==> src/hw/hctl_map.vh <==
// register offsets, field positions, reset values and timing figures of the heater controller
`ifndef HCTL_MAP_VH
`define HCTL_MAP_VH
// ----------------------------------------------------------------
// register byte offsets
// ----------------------------------------------------------------
`define HCTL_SETPT0_OFS 8'h00
`define HCTL_SETPT1_OFS 8'h04
`define HCTL_GFALM_OFS 8'h08
`define HCTL_GFTRIP_OFS 8'h0c
`define HCTL_HTEST_OFS 8'h10
`define HCTL_ATEST_OFS 8'h14
`define HCTL_DTO_OFS 8'h18
`define HCTL_CMD_OFS 8'h1c
`define HCTL_STATUS_OFS 8'h20
`define HCTL_TEMP0_OFS 8'h24
`define HCTL_TEMP1_OFS 8'h28
`define HCTL_CUR_OFS 8'h2c
`define HCTL_GF_OFS 8'h30
`define HCTL_STON0_OFS 8'h34
`define HCTL_STON1_OFS 8'h38
`define HCTL_STSTART_OFS 8'h3c
`define HCTL_UPTIME_OFS 8'h40
`define HCTL_TREM_OFS 8'h44
// ----------------------------------------------------------------
// field positions
// ----------------------------------------------------------------
`define HCTL_CMD_STRST 0
`define HCTL_CMD_ALMRST 1
`define HCTL_ST_HTR 0
`define HCTL_ST_ALARM 2
`define HCTL_ST_FORCE 3
`define HCTL_ST_NSTORED 4
`define HCTL_ST_DEFMODE 5
`define HCTL_ST_MSGSEL 6
`define HCTL_ST_OPEN 8
`define HCTL_ST_SHORT 10
`define HCTL_ST_OVL 12
`define HCTL_ST_GFALM 14
`define HCTL_ST_TRIP 16
`define HCTL_ST_PROGEN 18
// ----------------------------------------------------------------
// reset values and codes
// ----------------------------------------------------------------
`define HCTL_SETPT_RST 12'h032
`define HCTL_GFALM_RST 11'h014
`define HCTL_GFTRIP_RST 11'h01e
`define HCTL_DTO_RST 16'h003c
`define HCTL_TEST_OFF 5'h00
`define HCTL_TEST_MAXH 5'h18
`define HCTL_TEST_CONT 5'h19
`define HCTL_TMIN 12'hfce
`define HCTL_TMAX 12'h1f4
`define HCTL_CUR_MAX 10'h12c
`define HCTL_NMSG 2'h3
// ----------------------------------------------------------------
// timing
// ----------------------------------------------------------------
`define HCTL_CLK_PERIOD_NS 5
`define HCTL_SEC_NS 1000000000
`define HCTL_HOUR_S 3600
`define HCTL_FLASH_S 3'h3
`define HCTL_MSG_S 3'h3
`endif

==> src/hw/hctl_top.v <==
// heater controller: thermostat, forced tests, fault reporting, statistics, display idle logic
//
// Contract
// - test values refused while program switch disabled; not-stored notice flashes instead
// - test duration is disabled, 1 to 24 hours, or continuous
// - heater test forces heater on regardless of setpoint, unless ground-fault tripped
// - timed test expiry de-energizes forced heater and ends test
// - heater lamp lit whenever heater output is energized
// - storing disabled cancels active test at once
// - continuous setting keeps heater forced until changed to disabled
// - warning shown while any heater or alarm output is forced
// - alarm test same as heater test but drives alarm output and lamp
// - after display timeout without keys, display enters default message mode
// - measured values read-only; writes do not change them
// - each heater uses its own temperature sensor as control temperature
// - missing sensor or broken lead reports sensor-open and raises alarm
// - heater on below setpoint, stays on until temperature rises above setpoint
// - below minimum reads sensor-short, above maximum reads sensor-open
// - current in 0.1 A steps to 30.0 A, above that overload
// - ground fault above alarm threshold alarms, above trip removes heater power
// - ground-fault reading is zero while heater is off
// - statistics gathered continuously; reset clears them and records interval start
// - idle display cycles three default messages; menu keys override them
`timescale 1ns/1ps
`default_nettype none
`include "hctl_map.vh"
module hctl_top #(
  parameter CYC_PER_SEC = `HCTL_SEC_NS / `HCTL_CLK_PERIOD_NS,
  parameter SEC_PER_HOUR = `HCTL_HOUR_S
) (
  input wire hclk, // bus clock, 200 MHz
  input wire hresetn, // async reset, active low
  input wire ce, // clock enable, freezes all state when low
  input wire hsel, // slave select
  input wire [31:0] haddr, // byte address
  input wire [1:0] htrans, // transfer type
  input wire hwrite, // write when high
  input wire [2:0] hsize, // transfer size, word only
  input wire [31:0] hwdata, // write data
  input wire hready, // bus ready
  output wire hreadyout, // slave ready
  output wire [31:0] hrdata, // read data
  output wire hresp, // always okay
  input wire prog_enable, // program write enable switch
  input wire [23:0] temp_in, // two signed whole-degree readings, 12 bits each
  input wire [1:0] lead_open, // sensor missing or lead broken
  input wire [19:0] cur_in, // two currents in 0.1 A, 10 bits each
  input wire [21:0] gf_in, // two ground-fault currents in mA, 11 bits each
  input wire key_any, // any key pressed, one-cycle pulse
  input wire key_menu, // setpoint, measured or status key pulse
  output wire [1:0] heater_on, // heater drive
  output wire heater_lamp, // heater-active lamp
  output wire alarm_out, // alarm contact
  output wire alarm_lamp, // alarm lamp
  output wire force_warning, // some output forced on
  output wire not_stored_flash, // not-stored notice showing
  output wire disp_default, // display in default message mode
  output wire [1:0] disp_msg_sel, // default message shown, 0..2
  output wire [1:0] sensor_open_indication, // per heater sensor open
  output wire [1:0] sensor_short_indication // per heater sensor short
);
  localparam NUM_HTR = 2;
  // ----------------------------------------------------------------
  // bus slave
  // ----------------------------------------------------------------
  reg wr_pend_ff;
  reg [7:0] waddr_ff;
  reg [31:0] hrdata_ff;
  reg [31:0] nxt_hrdata;
  wire addr_ok = (haddr[31:8] == 24'h000000) && (haddr[1:0] == 2'h0);
  wire acc = ce && hsel && htrans[1] && hready;
  wire wr = ce && wr_pend_ff;
  assign hreadyout = ce;
  assign hresp = 1'b0;
  assign hrdata = hrdata_ff;
  always @(posedge hclk or negedge hresetn) begin
    if (!hresetn) begin
      wr_pend_ff <= 1'b0;
      waddr_ff <= 8'h00;
      hrdata_ff <= 32'h00000000;
    end else if (ce) begin
      wr_pend_ff <= acc && hwrite && addr_ok;
      if (acc) begin
        waddr_ff <= haddr[7:0];
        hrdata_ff <= nxt_hrdata;
      end
    end
  end
  wire wr_cmd = wr && (waddr_ff == `HCTL_CMD_OFS);
  wire stat_rst = wr_cmd && hwdata[`HCTL_CMD_STRST];
  wire alm_rst = wr_cmd && hwdata[`HCTL_CMD_ALMRST];
  // ----------------------------------------------------------------
  // time base
  // ----------------------------------------------------------------
  reg [31:0] cyc_ff;
  reg [31:0] uptime_ff;
  reg [31:0] stat_start_ff;
  wire sec_tick = ce && (cyc_ff == CYC_PER_SEC - 1);
  always @(posedge hclk or negedge hresetn) begin
    if (!hresetn) begin
      cyc_ff <= 32'h00000000;
      uptime_ff <= 32'h00000000;
      stat_start_ff <= 32'h00000000;
    end else if (ce) begin
      cyc_ff <= sec_tick ? 32'h00000000 : cyc_ff + 32'h00000001;
      if (sec_tick)
        uptime_ff <= uptime_ff + 32'h00000001;
      if (stat_rst)
        stat_start_ff <= uptime_ff;
    end
  end
  // ----------------------------------------------------------------
  // forced tests: index 0 heater, index 1 alarm
  // ----------------------------------------------------------------
  wire [1:0] t_active;
  wire [33:0] t_rem_all;
  wire [1:0] t_refused;
  genvar t;
  generate
    for (t = 0; t < 2; t = t + 1) begin : g_test
      reg [4:0] code_ff;
      reg [16:0] rem_ff;
      wire [7:0] ofs = (t == 0) ? `HCTL_HTEST_OFS : `HCTL_ATEST_OFS;
      wire hit = wr && (waddr_ff == ofs);
      wire legal = (hwdata[31:5] == 27'h0000000) && (hwdata[4:0] <= `HCTL_TEST_CONT);
      wire store = hit && legal && prog_enable;
      wire [31:0] load = hwdata[4:0] * SEC_PER_HOUR;
      assign t_refused[t] = hit && !prog_enable;
      // continuous runs until disabled; timed runs while seconds remain
      assign t_active[t] = (code_ff == `HCTL_TEST_CONT) || (code_ff != `HCTL_TEST_OFF);
      assign t_rem_all[t*17 +: 17] = rem_ff;
      always @(posedge hclk or negedge hresetn) begin
        if (!hresetn) begin
          code_ff <= `HCTL_TEST_OFF;
          rem_ff <= 17'h00000;
        end else if (ce) begin
          if (store) begin
            code_ff <= hwdata[4:0];
            rem_ff <= load[16:0];
          end else if (sec_tick && (code_ff != `HCTL_TEST_OFF) && (code_ff != `HCTL_TEST_CONT)) begin
            if (rem_ff <= 17'h00001) begin
              code_ff <= `HCTL_TEST_OFF;
              rem_ff <= 17'h00000;
            end else begin
              rem_ff <= rem_ff - 17'h00001;
            end
          end
        end
      end
    end
  endgenerate
  // ----------------------------------------------------------------
  // not-stored notice
  // ----------------------------------------------------------------
  reg [2:0] flash_ff;
  wire cfg_hit = wr && (waddr_ff <= `HCTL_DTO_OFS) && (waddr_ff != `HCTL_HTEST_OFS) &&
                 (waddr_ff != `HCTL_ATEST_OFS);
  wire refused = (|t_refused) || (cfg_hit && !prog_enable);
  wire cfg_wr = cfg_hit && prog_enable;
  always @(posedge hclk or negedge hresetn) begin
    if (!hresetn)
      flash_ff <= 3'h0;
    else if (ce) begin
      if (refused)
        flash_ff <= `HCTL_FLASH_S; // a new refusal wins over the countdown
      else if (sec_tick && (flash_ff != 3'h0))
        flash_ff <= flash_ff - 3'h1;
    end
  end
  assign not_stored_flash = (flash_ff != 3'h0);
  // ----------------------------------------------------------------
  // shared settings
  // ----------------------------------------------------------------
  reg [10:0] gf_alm_thr_ff;
  reg [10:0] gf_trip_thr_ff;
  reg [15:0] dto_ff;
  always @(posedge hclk or negedge hresetn) begin
    if (!hresetn) begin
      gf_alm_thr_ff <= `HCTL_GFALM_RST;
      gf_trip_thr_ff <= `HCTL_GFTRIP_RST;
      dto_ff <= `HCTL_DTO_RST;
    end else if (cfg_wr) begin
      if (waddr_ff == `HCTL_GFALM_OFS)
        gf_alm_thr_ff <= hwdata[10:0];
      if (waddr_ff == `HCTL_GFTRIP_OFS)
        gf_trip_thr_ff <= hwdata[10:0];
      if (waddr_ff == `HCTL_DTO_OFS)
        dto_ff <= hwdata[15:0];
    end
  end
  // ----------------------------------------------------------------
  // per-heater control
  // ----------------------------------------------------------------
  wire [1:0] h_on;
  wire [1:0] h_trip;
  wire [1:0] h_open;
  wire [1:0] h_short;
  wire [1:0] h_ovl;
  wire [1:0] h_gfalm;
  wire [23:0] sp_all;
  wire [19:0] cur_all;
  wire [21:0] gf_all;
  wire [63:0] ston_all;
  genvar h;
  generate
    for (h = 0; h < NUM_HTR; h = h + 1) begin : g_htr
      reg [11:0] sp_ff;
      reg thermo_ff;
      reg trip_ff;
      reg on_ff;
      reg [9:0] cur_ff;
      reg ovl_ff;
      reg [10:0] gf_ff;
      reg [31:0] ston_ff;
      wire signed [11:0] tmp = temp_in[h*12 +: 12];
      wire signed [11:0] sp = sp_ff;
      wire signed [11:0] tmin = `HCTL_TMIN;
      wire signed [11:0] tmax = `HCTL_TMAX;
      wire [9:0] cur = cur_in[h*10 +: 10];
      wire [10:0] gf = gf_in[h*11 +: 11];
      wire [7:0] sp_ofs = (h == 0) ? `HCTL_SETPT0_OFS : `HCTL_SETPT1_OFS;
      wire is_open = lead_open[h] || (tmp > tmax);
      wire is_short = !lead_open[h] && (tmp < tmin);
      // a zero threshold stands for the setting switched off
      wire trip_now = on_ff && (gf_trip_thr_ff != 11'h000) && (gf > gf_trip_thr_ff);
      wire nxt_on = (thermo_ff || t_active[0]) && !trip_ff && !trip_now;
      assign h_on[h] = on_ff;
      assign h_trip[h] = trip_ff;
      assign h_open[h] = is_open;
      assign h_short[h] = is_short;
      assign h_ovl[h] = ovl_ff;
      assign h_gfalm[h] = (gf_alm_thr_ff != 11'h000) && (gf_ff > gf_alm_thr_ff);
      assign sp_all[h*12 +: 12] = sp_ff;
      assign cur_all[h*10 +: 10] = cur_ff;
      assign gf_all[h*11 +: 11] = gf_ff;
      assign ston_all[h*32 +: 32] = ston_ff;
      always @(posedge hclk or negedge hresetn) begin
        if (!hresetn) begin
          sp_ff <= `HCTL_SETPT_RST;
          thermo_ff <= 1'b0;
          trip_ff <= 1'b0;
          on_ff <= 1'b0;
          cur_ff <= 10'h000;
          ovl_ff <= 1'b0;
          gf_ff <= 11'h000;
          ston_ff <= 32'h00000000;
        end else if (ce) begin
          if (cfg_wr && (waddr_ff == sp_ofs))
            sp_ff <= hwdata[11:0];
          if (is_open || is_short)
            thermo_ff <= 1'b0;
          else if (tmp < sp)
            thermo_ff <= 1'b1;
          else if (tmp > sp)
            thermo_ff <= 1'b0;
          if (trip_now)
            trip_ff <= 1'b1; // a new trip wins over the reset command
          else if (alm_rst)
            trip_ff <= 1'b0;
          on_ff <= nxt_on;
          ovl_ff <= (cur > `HCTL_CUR_MAX);
          cur_ff <= (cur > `HCTL_CUR_MAX) ? `HCTL_CUR_MAX : cur;
          gf_ff <= on_ff ? gf : 11'h000;
          if (stat_rst)
            ston_ff <= 32'h00000000;
          else if (sec_tick && on_ff)
            ston_ff <= ston_ff + 32'h00000001;
        end
      end
    end
  endgenerate
  // ----------------------------------------------------------------
  // outputs and alarm
  // ----------------------------------------------------------------
  reg alarm_ff;
  wire alarm_cond = (|h_open) || (|h_short) || (|h_gfalm) || (|h_trip);
  always @(posedge hclk or negedge hresetn) begin
    if (!hresetn)
      alarm_ff <= 1'b0;
    else if (ce)
      alarm_ff <= alarm_cond || t_active[1];
  end
  assign heater_on = h_on;
  assign heater_lamp = |h_on;
  assign alarm_out = alarm_ff;
  assign alarm_lamp = alarm_ff;
  assign force_warning = |t_active;
  assign sensor_open_indication = h_open;
  assign sensor_short_indication = h_short;
  // ----------------------------------------------------------------
  // display idle logic
  // ----------------------------------------------------------------
  localparam DS_LIVE = 2'b01;
  localparam DS_DEF = 2'b10;
  reg [1:0] dstate_ff;
  reg [1:0] nxt_dstate;
  reg [15:0] idle_ff;
  reg [1:0] msg_ff;
  reg [2:0] msg_sec_ff;
  always @* begin
    nxt_dstate = dstate_ff;
    case (dstate_ff)
      DS_LIVE: begin
        if (!key_any && !key_menu && (idle_ff >= dto_ff))
          nxt_dstate = DS_DEF;
      end
      DS_DEF: begin
        if (key_menu)
          nxt_dstate = DS_LIVE;
      end
      default: nxt_dstate = DS_LIVE;
    endcase
  end
  always @(posedge hclk or negedge hresetn) begin
    if (!hresetn) begin
      dstate_ff <= DS_LIVE;
      idle_ff <= 16'h0000;
      msg_ff <= 2'h0;
      msg_sec_ff <= 3'h0;
    end else if (ce) begin
      dstate_ff <= nxt_dstate;
      if (key_any || key_menu)
        idle_ff <= 16'h0000;
      else if (sec_tick && (idle_ff != 16'hffff))
        idle_ff <= idle_ff + 16'h0001;
      if (dstate_ff != DS_DEF) begin
        msg_ff <= 2'h0;
        msg_sec_ff <= 3'h0;
      end else if (sec_tick) begin
        if (msg_sec_ff == `HCTL_MSG_S - 3'h1) begin
          msg_sec_ff <= 3'h0;
          msg_ff <= (msg_ff == `HCTL_NMSG - 2'h1) ? 2'h0 : msg_ff + 2'h1;
        end else begin
          msg_sec_ff <= msg_sec_ff + 3'h1;
        end
      end
    end
  end
  assign disp_default = (dstate_ff == DS_DEF);
  assign disp_msg_sel = msg_ff;
  // ----------------------------------------------------------------
  // read mux; measured registers have no write path
  // ----------------------------------------------------------------
  always @* begin
    nxt_hrdata = 32'h00000000;
    if (addr_ok) begin
      case (haddr[7:0])
        `HCTL_SETPT0_OFS: nxt_hrdata = {20'h00000, sp_all[11:0]};
        `HCTL_SETPT1_OFS: nxt_hrdata = {20'h00000, sp_all[23:12]};
        `HCTL_GFALM_OFS: nxt_hrdata = {21'h000000, gf_alm_thr_ff};
        `HCTL_GFTRIP_OFS: nxt_hrdata = {21'h000000, gf_trip_thr_ff};
        `HCTL_HTEST_OFS: nxt_hrdata = {27'h0000000, g_test[0].code_ff};
        `HCTL_ATEST_OFS: nxt_hrdata = {27'h0000000, g_test[1].code_ff};
        `HCTL_DTO_OFS: nxt_hrdata = {16'h0000, dto_ff};
        `HCTL_STATUS_OFS: nxt_hrdata = {13'h0000, prog_enable, h_trip, h_gfalm, h_ovl, h_short, h_open,
                                        disp_msg_sel, disp_default, not_stored_flash, force_warning,
                                        alarm_ff, h_on};
        `HCTL_TEMP0_OFS: nxt_hrdata = {20'h00000, temp_in[11:0]};
        `HCTL_TEMP1_OFS: nxt_hrdata = {20'h00000, temp_in[23:12]};
        `HCTL_CUR_OFS: nxt_hrdata = {6'h00, cur_all[19:10], 6'h00, cur_all[9:0]};
        `HCTL_GF_OFS: nxt_hrdata = {5'h00, gf_all[21:11], 5'h00, gf_all[10:0]};
        `HCTL_STON0_OFS: nxt_hrdata = ston_all[31:0];
        `HCTL_STON1_OFS: nxt_hrdata = ston_all[63:32];
        `HCTL_STSTART_OFS: nxt_hrdata = stat_start_ff;
        `HCTL_UPTIME_OFS: nxt_hrdata = uptime_ff;
        `HCTL_TREM_OFS: nxt_hrdata = {t_rem_all[32:17], t_rem_all[15:0]};
        default: nxt_hrdata = 32'h00000000;
      endcase
    end
  end
endmodule
`default_nettype wire

==> config.mk <==
export PLATFORM = sky130hd
export DESIGN_NAME = hctl_top
export DESIGN_NICKNAME = d
export VERILOG_FILES = /design/src/hw/hctl_top.v
export VERILOG_INCLUDE_DIRS = /design/src /design/src/hw
export SDC_FILE = /design/constraint.sdc
export NUM_CORES = 1
export LEC_CHECK = 0
export BUFFER_PORTS_ARGS = -buffer_cell sky130_fd_sc_hd__buf_4
export CORE_AREA = 2 2 301 303
export CTS_CLUSTER_SIZE = 30
export DETAILED_ROUTE_END_ITERATION = 7
export DIE_AREA = 0 0 303 305
export GPL_TIMING_DRIVEN = 0
export SKIP_CTS_REPAIR_TIMING = 1
export SYNTH_ARGS = -nofsm -noshare
export SYNTH_HDL_FRONTEND = slang
export SYNTH_SLANG_ARGS = --single-unit
==> constraint.sdc <==
create_clock -name hclk -period 3.05 [get_ports hclk]
set_clock_uncertainty 0.05 [all_clocks]
set_input_delay 0.1525 -clock hclk [delete_from_list [all_inputs] [get_ports hclk]]
set_output_delay 0.1525 -clock hclk [all_outputs]
set_load 0.005 [all_outputs]
* Word-level counts from Yosys, hierarchy flattened
Index checks and enable logic that the tools add are counted.
W data, S select, Z words.
** Word-level totals
- Memories :: 0
- RAM bits :: 0
- Latch bits :: 0
- Flip-flop bits (word level) :: 384
- Output and inout bits :: 48
- Input bits :: 146
- Word-level logic and storage cells :: 275
- Memory bits (read-only) :: 0
** Operators by class
- Bitwise operators :: 0
- $lt $le $gt $ge :: 19
- Multipliers :: 1
- Equality and inequality tests :: 38
- Shift-type cells :: 0
- Reductions and logical operators :: 126
- Muxes and demuxes :: 46
- Div/mod/pow operators :: 0
- Add/subtract/negate cells :: 10
** Operators with widths (count)
- $pmux W32 S17 :: 1
- $mux W32 :: 6
- $add A32 B1 Y32 const B :: 4
- $mux W17 :: 6
- $eq A8 B6 Y1 const B :: 8
- $eq A8 B5 Y1 const B :: 7
- $logic_and A1 B1 Y1 :: 49
- $gt A11 B11 Y1 :: 4
- $reduce_and A2 Y1 :: 19
- $le A17 B1 Y1 const B :: 2
- $sub A17 B1 Y17 const B :: 2
- $eq A32 B28 Y1 const B :: 1
- $eq A8 B4 Y1 const B :: 4
- $mux W16 :: 2
- $mux W5 :: 6
- $logic_not A27 Y1 :: 1
- $gt A12 B10 Y1 const B :: 2
- $gt A12 B12 Y1 :: 2
- $logic_not A24 Y1 :: 1
- $lt A12 B12 Y1 :: 2
- $lt A12 B7 Y1 const B :: 2
- $reduce_bool A2 Y1 :: 12
- $mux W11 :: 2
- $reduce_bool A11 Y1 :: 2
- other kinds (32) :: 93

* Depth between registers and ports, before layout
Gate-level depths: netlist of run 1.
- Depth in word-level cells :: 8
- Depth in mapped cells :: 12
- Gate-level depth less buffers :: 12

* Worst setup path before layout of run 1
No wires, ideal clock.
- Path kind :: input-to-reg
- Start :: in hwdata[2]
- End :: reg g_test[1].rem_ff[16]
- Path buffers :: 0
- Required time :: 2.863 ns
- Arrival time :: 2.388 ns
- Stages on the path :: 11
- Setup slack :: 0.475 ns
- Setup time :: 0.137 ns
- Cell sequence :: inv_1 fa_1 inv_1 ha_1 ha_1 ha_1 a21oi_1 o21bai_1 a21oi_1 xnor2_1 mux2i_1
** On the way
- Word-level cells in the longest chain between the ends :: 6
** Ends and longest elaborated chain
- start, declared :: RTL line hctl_top.v:39 : input wire [31:0] hwdata,
- parallel branches: the longest is 6 deep, another holds $mul A5 B8 Y13
- end signal, assigned :: RTL line hctl_top.v:139 : rem_ff <= load[16:0];
- end signal, assigned :: RTL line hctl_top.v:145 : rem_ff <= rem_ff - 17'h00001;
- end, declared :: RTL line hctl_top.v:122 : reg [16:0] rem_ff;
Several ways; the timed one is not identified.
A chain may end at the register's enable or synchronous reset.

* Worst setup path after layout of run 1
- Start :: reg cyc_ff[0]
- End :: reg g_test[1].rem_ff[16]
** On the way
- Word-level cells in the longest chain between the ends :: 6
** Ends and longest elaborated chain
- start, declared :: RTL line hctl_top.v:95 : reg [31:0] cyc_ff;
- start signal, assigned :: RTL line hctl_top.v:105 : cyc_ff <= sec_tick ? 32'h00000000 : cyc_ff + 32'h00000001;
- $eq A32 B28 Y1 :: RTL line hctl_top.v:98 : wire sec_tick = ce && (cyc_ff == CYC_PER_SEC - 1);
- $logic_and A1 B1 Y1 :: RTL line hctl_top.v:98
- $logic_and A1 B1 Y1 (2 in a row) :: RTL line hctl_top.v:140 : end else if (sec_tick && (code_ff != `HCTL_TEST_OFF) && (code_ff != `HCTL_TEST_CONT)) begin
- $reduce_bool A2 Y1 (no source line)
- $reduce_and A2 Y1 (no source line)
Every way passes these cells.

==> results.md, run 1 <==
* CTS Buffer Depth at 3
* WP data arrival at 3.68 ns
* Die width at 303 um
* Crit. End Element: flip-flop
* Fraction of the mapped netlist area in simple logic gates at 20.9%
* Full die area at 0.0924 mm2
* Die Span Y at 305 um
* Final WL at 98.1 mm
* Synthesis Warnings at 0
* Global-route wire length before repair at 141 mm
* Mapped Area at 0.0221 mm2
* Core Footprint at 0.0893 mm2
* Metal-1 WL at 40.1 mm
* Rows at 110
* Worst hold path class: input pin to flip-flop
* Post-synthesis mux area share at 1.65%
* Crit path kind: flip-flop to flip-flop
* CTS tree: built
* CTS buffer count at 46
* Power Density at 438 mW/mm2
* Port buffer count at 188
* Compound-cell area share of the yosys netlist at 17.9%
* Slew Limit Fails at 0
* Final Non-Filler Cells at 3932
* Worst VDD drop at 0.000368 V
* Vias post-DR at 21300
* Async S/R FF share, synth at 100%
* Routed wl met3 at 9.42 mm
* Hold Slack at -0.0151 ns
* Startpoint types: flip-flop
* TritonRoute pass-1 iters at 8
* Nets at 2980
* Top FF cell, synth: dfrtp_1
* Slew HR at 9.91%
* Initial Utilization at 24.7%
* Worst EP required at 3.43 ns
* Largest net degree at the start of global routing at 121
* Layout cells sized above 1 at 14.0%
* Max FO, Critical Path at 7
* Largest area contributor in the netlist: dfrtp_1
* Syn nets at 2649
* DRC Markers at 16
* Highest metal used: met5
* Synth Area in Adders at 6.89%
* Final Util at 30.9%
* Vias in the first global route at 20200
* Top-Level Pins at 194
* Sequential area share after synthesis at 43.6%
* Ranking of synthesized cells by area: dfrtp_1 42%, ha_1 6.6%, nand2_1 4.5%
* Synth unique cells at 80
* Max Freq at 303 MHz
* Largest family of logic cells by synthesized area: simple AND/OR/NAND/NOR gates
* Synth top area share at 41.6%
* MaxCap Viol Count at 0
* Routed wl met2 at 42.9 mm
* Period utilization at 108%
* Synth Area in XOR/XNOR at 4.83%
* First DRT Iteration DRCs at 2640
* Failing checks: DRC, hold timing, setup timing
* Final worst slack at -0.245 ns
* Antenna violations before repair at 16
* Post-Syn Instances at 2383
* Clk_lat worst skew at 0.61 ns
* Clock transition at path regs at 0.06 ns
* Synth-to-layout area growth at 24.9%
* P_leak at 12.1 nW
* Post-synth EDFFs at 0
* CTS Sinks at 384
* Placed Instance Area at 0.0251 mm2
* Post-route cell area at 0.0276 mm2
* H-tree Lvls at 2
* WL/cell at 25.0 um
* Tmin final at 3.30 ns
* HPWL Detailed at 76.0 mm
* GRT overflow at 0
* Endpoints failing setup at 7
* RD Place Congestion at 1.01
* Worst slew pin tran at 1.34 ns
* Fin. Hold Viols at 2
* Via density at 5.43
* RSZ-0062 raised after global routing: true
* Status: finished with violations
* Seq cells post-synth at 384
* GRT Overall Usage at 20.8%
* Detail Route Antenna Nets at 0
* Synthesized area per cell at 9.28 um2
* Clock root buffer: clkbuf_16
* Placed insts at 3752
## power by group
part | switching (mW) | internal, mW
combinational | 0.664 | 0.438
sequential | 0.153 | 5.20
clock | 2.42 | 3.22
## registers in the layout, summed over array words and instances, names as in the netlist, 8 cells and up
name,count
g_test.rem_ff,34
g_htr.cur_ff,20
g_htr.sp,24
hrdata,32
idle_ff,16
dto_ff,16
uptime_ff,32
waddr_ff,8
stat_start_ff,32
g_htr.gf_ff,22
gf_trip_thr_ff,11
cyc_ff,32
gf_alm_thr_ff,11
g_htr.ston_ff,64
g_test.code_ff,10
## logic make-up (layout without fill, tap and decap cells)
kind of cell	after synthesis	in the layout
AND/OR/NAND/NOR	915	916
flip-flops	384	384
buffers and inverters	237	604
AO/OA/AOI/OAI	571	571
adder cells (fa/ha/maj)	120	120
multiplexers	33	33
XOR/XNOR	122	122
other	1	6
## synth_stat cells (22+ instances only)
master      n
a21o_1     25
a21oi_1    83
a221oi_1   22
a22o_1     53
a22oi_1    89
a31oi_1    27
and3_1     26
clkbuf_1   92
dfrtp_1   367
ha_1      117
inv_1     111
mux2_2     27
nand2_1   263
nand3_1    86
nand4_1    82
nor2_1    202
nor3_1     59
nor4_1     46
o21ai_0   131
or3_1      33
xnor2_1    82
xor2_1     40
## final cells by class
cell class              instances  area [um2]
diodes                          5        12.5
well taps                    1176        1470
multi-input cells            1763       11600
inverters                     111         417
plain buffers                 124         524
clock buffers                  65        1290
clock inverters                20         205
fillers                      9289       61700
flip-flops and latches        384        9630
repair buffers                284        2430
## cells in the final DEF, fill, tap and decap left out, types with 46 or more instances in the layout
cell type	n
nor2_1	200
dlygate4sd3_1	80
buf_4	207
o21ai_0	131
ha_1	117
a22o_1	53
nand2_1	263
nor3_1	56
nand4_1	82
a21oi_1	83
nand3_1	86
xnor2_1	82
dfrtp_1	367
a22oi_1	89
inv_1	111
clkbuf_16	46
clkbuf_1	99
## worst max-delay path, stage by stage (launching register included)
cell	delay [ns]
dfrtp_1	0.42
ha_1	0.21
nand2_1	0.12
or3_1	0.55
nor4_1	1.16
nand4_1	0.30
mux2i_1	0.22
mux2i_1	0.10
## per-layer routing
metal / up-vias / global-route usage, %
li1: 9465 / -
met1: 10500 / 27.1
met2: 1112 / 31.6
met3: 274 / 5.61
met4: 20 / 9.93
met5: - / 0
## per-stage QoR
stage	setup WS, ns	TNS [ns]	total power [mW]
2_1_floorplan	0.475	0	5.74
3_3_place_gp	-2.56	-1018.70	6.37
3_5_place_dp	-1.26	-131.72	6.40
4_1_cts	-0.969	-107.26	12.0
5_1_grt	-0.289	-2.39	12.4
6_report	-0.245	-1.02	12.1
## path summary, 6_finish.rpt
kind,startpoint,endpoint,slack [ns],cells after the start
max in group asynchronous,hresetn,cyc_ff[20],1.16,4
worst max-delay path,cyc_ff[0],g_test[1].rem_ff[16],-0.25,7
worst min-delay path,temp_in[15],hrdata[3],-0.02,4
worst min register to register,stat_start_ff[19],stat_start_ff[19],0.43,2
worst max register to register,cyc_ff[0],g_test[1].rem_ff[16],-0.25,7
min in group asynchronous,hresetn,g_test[0].rem_ff[5],0.14,2
No activity file was read; power rests on OpenSTA's default activity.
==> run 2, diff against run 1 <==
--- a/config.mk
+++ b/config.mk
@@ -11,8 +11,8 @@
 export CTS_CLUSTER_SIZE = 30
 export DETAILED_ROUTE_END_ITERATION = 7
 export DIE_AREA = 0 0 303 305
-export GPL_TIMING_DRIVEN = 0
 export SKIP_CTS_REPAIR_TIMING = 1
 export SYNTH_ARGS = -nofsm -noshare
 export SYNTH_HDL_FRONTEND = slang
 export SYNTH_SLANG_ARGS = --single-unit
+export TNS_END_PERCENT = 50
==> run 2 against run 1 <==
  * The run ends with DRC, hold timing left
  * Worst setup slack gained 0.48 ns
  * Non-clock buffer count decreased by 30
  * Sequential power hardly changed
  * Register-to-register slack gained 0.48 ns
  * Critical path depth is the same
  * Combinational power decreased by 5%
  * Via count shrank 2.0%
  * Global-route usage down 1.5 points
  * Critical path type unchanged
  * Critical endpoint is now g_htr[0].ston_ff[31]
  * Largest cell class unchanged
==> results.md, run 2 (synthesis gave the netlist of run 1 again) <==
* Status: finished with violations (unchanged)
* Failing checks: DRC, hold timing (was DRC, hold timing, setup timing)
* Final Non-Filler Cells at 3898 (was 3932)
* HPWL Detailed at 70.3 mm (was 76.0 mm)
* CTS Buffer Depth at 3 (unchanged)
* Clock transition at path regs at 0.06 ns (about the same)
* P_int at 9.15 mW (was 8.86 mW)
* Crit. End Element: flip-flop (unchanged)
* Hold Slack at -0.00758 ns (was -0.0151 ns)
* WL/cell at 23.4 um (was 25.0 um)
* Detail Route Antenna Nets at 0 (unchanged)
* WP data arrival at 3.28 ns (was 3.68 ns)
* Power Density at 437 mW/mm2 (was 438 mW/mm2)
* Worst hold path class: input pin to flip-flop (unchanged)
* Clk_lat worst skew at 0.60 ns (was 0.61 ns)
* P_leak at 12.3 nW (was 12.1 nW)
* Max incr delay on CP at 0.47 ns (was 1.16 ns)
* H-tree Lvls at 2 (unchanged)
* Top-Level Pins at 194 (unchanged)
* Placed Instance Area at 0.0254 mm2 (was 0.0251 mm2)
* Clock root buffer: clkbuf_16 (unchanged)
* Die Span Y at 305 um (unchanged)
* CTS Sinks at 384 (unchanged)
* CP Cell Sequence: nor4b_2 > and4_1 > nand4_1 > buf_4 > or3_1 > or4_1 > a21oi_1 (was ha_1 > nand2_1 > or3_1 > nor4_1 > nand4_1 > mux2i_1 > mux2i_1)
* Worst slew pin tran at 0.846 ns (was 1.34 ns)
* MaxCap Viol Count at 0 (unchanged)
* Global-route wire length before repair at 133 mm (was 141 mm)
* Fill cell count at 9265 (was 9289)
* Switching pwr at 3.02 mW (was 3.23 mW)
* Startpoint types: flip-flop (unchanged)
* Most frequent cells in the layout: 367 x dfrtp_1, 279 x buf_4, 263 x nand2_1 (was 367 x dfrtp_1, 263 x nand2_1, 207 x buf_4)
* Tmin final at 2.81 ns (was 3.30 ns)
* Initial Utilization at 24.7% (unchanged)
* Max FO, Critical Path at 12 (was 7)
* GRT overflow at 0 (unchanged)
* Core Footprint at 0.0893 mm2 (unchanged)
* CP bufs+invs at 1 (was 0)
* Worst EP required at 3.52 ns (was 3.43 ns)
* Place WS at 0.194 ns (was -1.26 ns)
* Max Freq at 356 MHz (was 303 MHz)
* Rows at 110 (unchanged)
* Comb pwr share at 8.6% (was 9.1%)
* Sequential share of power at 43.7% (was 44.3%)
* Commonest non-fill, non-tap cell in the layout: dfrtp_1 (unchanged)
* Global routing usage on met2 at 28.9% (was 31.6%)
* Layout cells sized above 1 at 16.3% (was 14.0%)
* Slew Limit Fails at 0 (unchanged)
* Final Util at 31.2% (was 30.9%)
* Clock power share at 47.7% (was 46.6%)
* Placed insts at 3723 (was 3752)
* Nets at 2948 (was 2980)
* Full die area at 0.0924 mm2 (unchanged)
* Setup TNS at 0 ns (was -1.02 ns)
* Period utilization at 92.2% (was 108%)
* Port buffer count at 188 (unchanged)
* Final WL at 91.2 mm (was 98.1 mm)
* Via density at 5.36 (was 5.43)
* Fin. Hold Viols at 1 (was 2)
* Slew HR at 43.6% (was 9.91%)
* Synth-to-layout area growth at 26.0% (was 24.9%)
* Endpoints failing setup at 0 (was 7)
* Grt met1 use at 26.3% (was 27.1%)
* CTS tree: built (unchanged)
* RD Place Congestion at 0.980 (was 1.01)
* DRC Markers at 32 (was 16)
* Gr busiest metal: met2 (unchanged)
* Die width at 303 um (unchanged)
* Post-route cell area at 0.0279 mm2 (was 0.0276 mm2)
* TritonRoute pass-1 iters at 8 (unchanged)
* Top flop regs: g_htr.ston_ff: 64 flops, g_test.rem_ff: 34 flops (unchanged)
* Final worst slack at 0.238 ns (was -0.245 ns)
* Total power at 12.2 mW (was 12.1 mW)
* Antenna violations before repair at 9 (was 16)
* RSZ-0062 raised after global routing: false (was true)
* Met3 Usage GRT at 5.15% (was 5.61%)
* Largest net degree at the start of global routing at 89 (was 121)
* Switching share of power at 24.8% (was 26.7%)
* CP delay by family, top: simple AND/OR/NAND/NOR gates (unchanged)
* Vias in the first global route at 19600 (was 20200)
* Crit path kind: flip-flop to flip-flop (unchanged)
* Critical-path top delay cell: or4_1 (was nor4_1)
* Worst VDD drop at 0.000330 V (was 0.000368 V)
* Vias post-DR at 20900 (was 21300)
* CTS buffer count at 45 (was 46)
* Max FFs per register at 64 (unchanged)
* First DRT Iteration DRCs at 2482 (was 2640)
* Biggest register: g_htr.ston_ff (unchanged)
* GRT Overall Usage at 19.3% (was 20.8%)
==> run 2: cell types whose count changed in the layout (fill, tap and decap cells not counted), sizes merged <==
cell,previous run,this run
buf,236,290
bufinv,3,6
clkbuf,157,64
clkinv,12,11
clkinvlp,3,2
diode,5,4
dlygate4sd3,80,88
inv,113,111
nor2,204,203
==> run 2: per-layer routing <==
metal | wire [um] | vias to the layer above
met5 | 43 | -
met4 | 4180 | 10
met3 | 8430 | 195
met2 | 39400 | 993
met1 | 39100 | 10300
li1 | - | 9412
==> run 2: worst paths after layout <==
path / slack [ns] / end / start / depth (start not counted)
max: 0.24 / g_htr[0].ston_ff[31] / cyc_ff[28] / 7
min: -0.008 / g_htr[0].ovl_ff / cur_in[8] / 4
max reg2reg: 0.24 / g_htr[0].ston_ff[31] / cyc_ff[28] / 7
max in group asynchronous: 1.79 / gf_trip_thr_ff[4] / hresetn / 3
min reg2reg: 0.43 / hrdata[31] / hrdata[31] / 1
min in group asynchronous: 0.12 / g_htr[0].cur_ff[7] / hresetn / 2
==> run 2: area by class of cell <==
cell class,count,area [um2],share of cell area (%)
multi-input cells,1762,11600,41.5
flip-flops and latches,384,9630,34.6
repair buffers,378,3190,11.5
well taps,1176,1470,5.28
clock buffers,64,1310,4.69
inverters,111,417,1.50
clock inverters,19,277,0.993
diodes,4,10.0,0.0359
==> run 2: power by group through the flow <==
stage | clock network (mW) | logic (mW) | registers, mW
3_5_place_dp | 0 | 0.947 | 5.40
2_1_floorplan | 0 | 0.382 | 5.36
4_1_cts | 5.87 | 0.953 | 5.31
5_1_grt | 6.08 | 1.15 | 5.33
6_report | 5.80 | 1.05 | 5.32
3_3_place_gp | 0 | 0.944 | 5.40
==> run 2: worst min-delay path: cells and delay by family <==
kind | cells | cell delay (ns)
AOI/OAI and AO/OA | 1 | 0.12
buffers and inverters | 2 | 0.25
and+or+nand+nor | 1 | 0.08
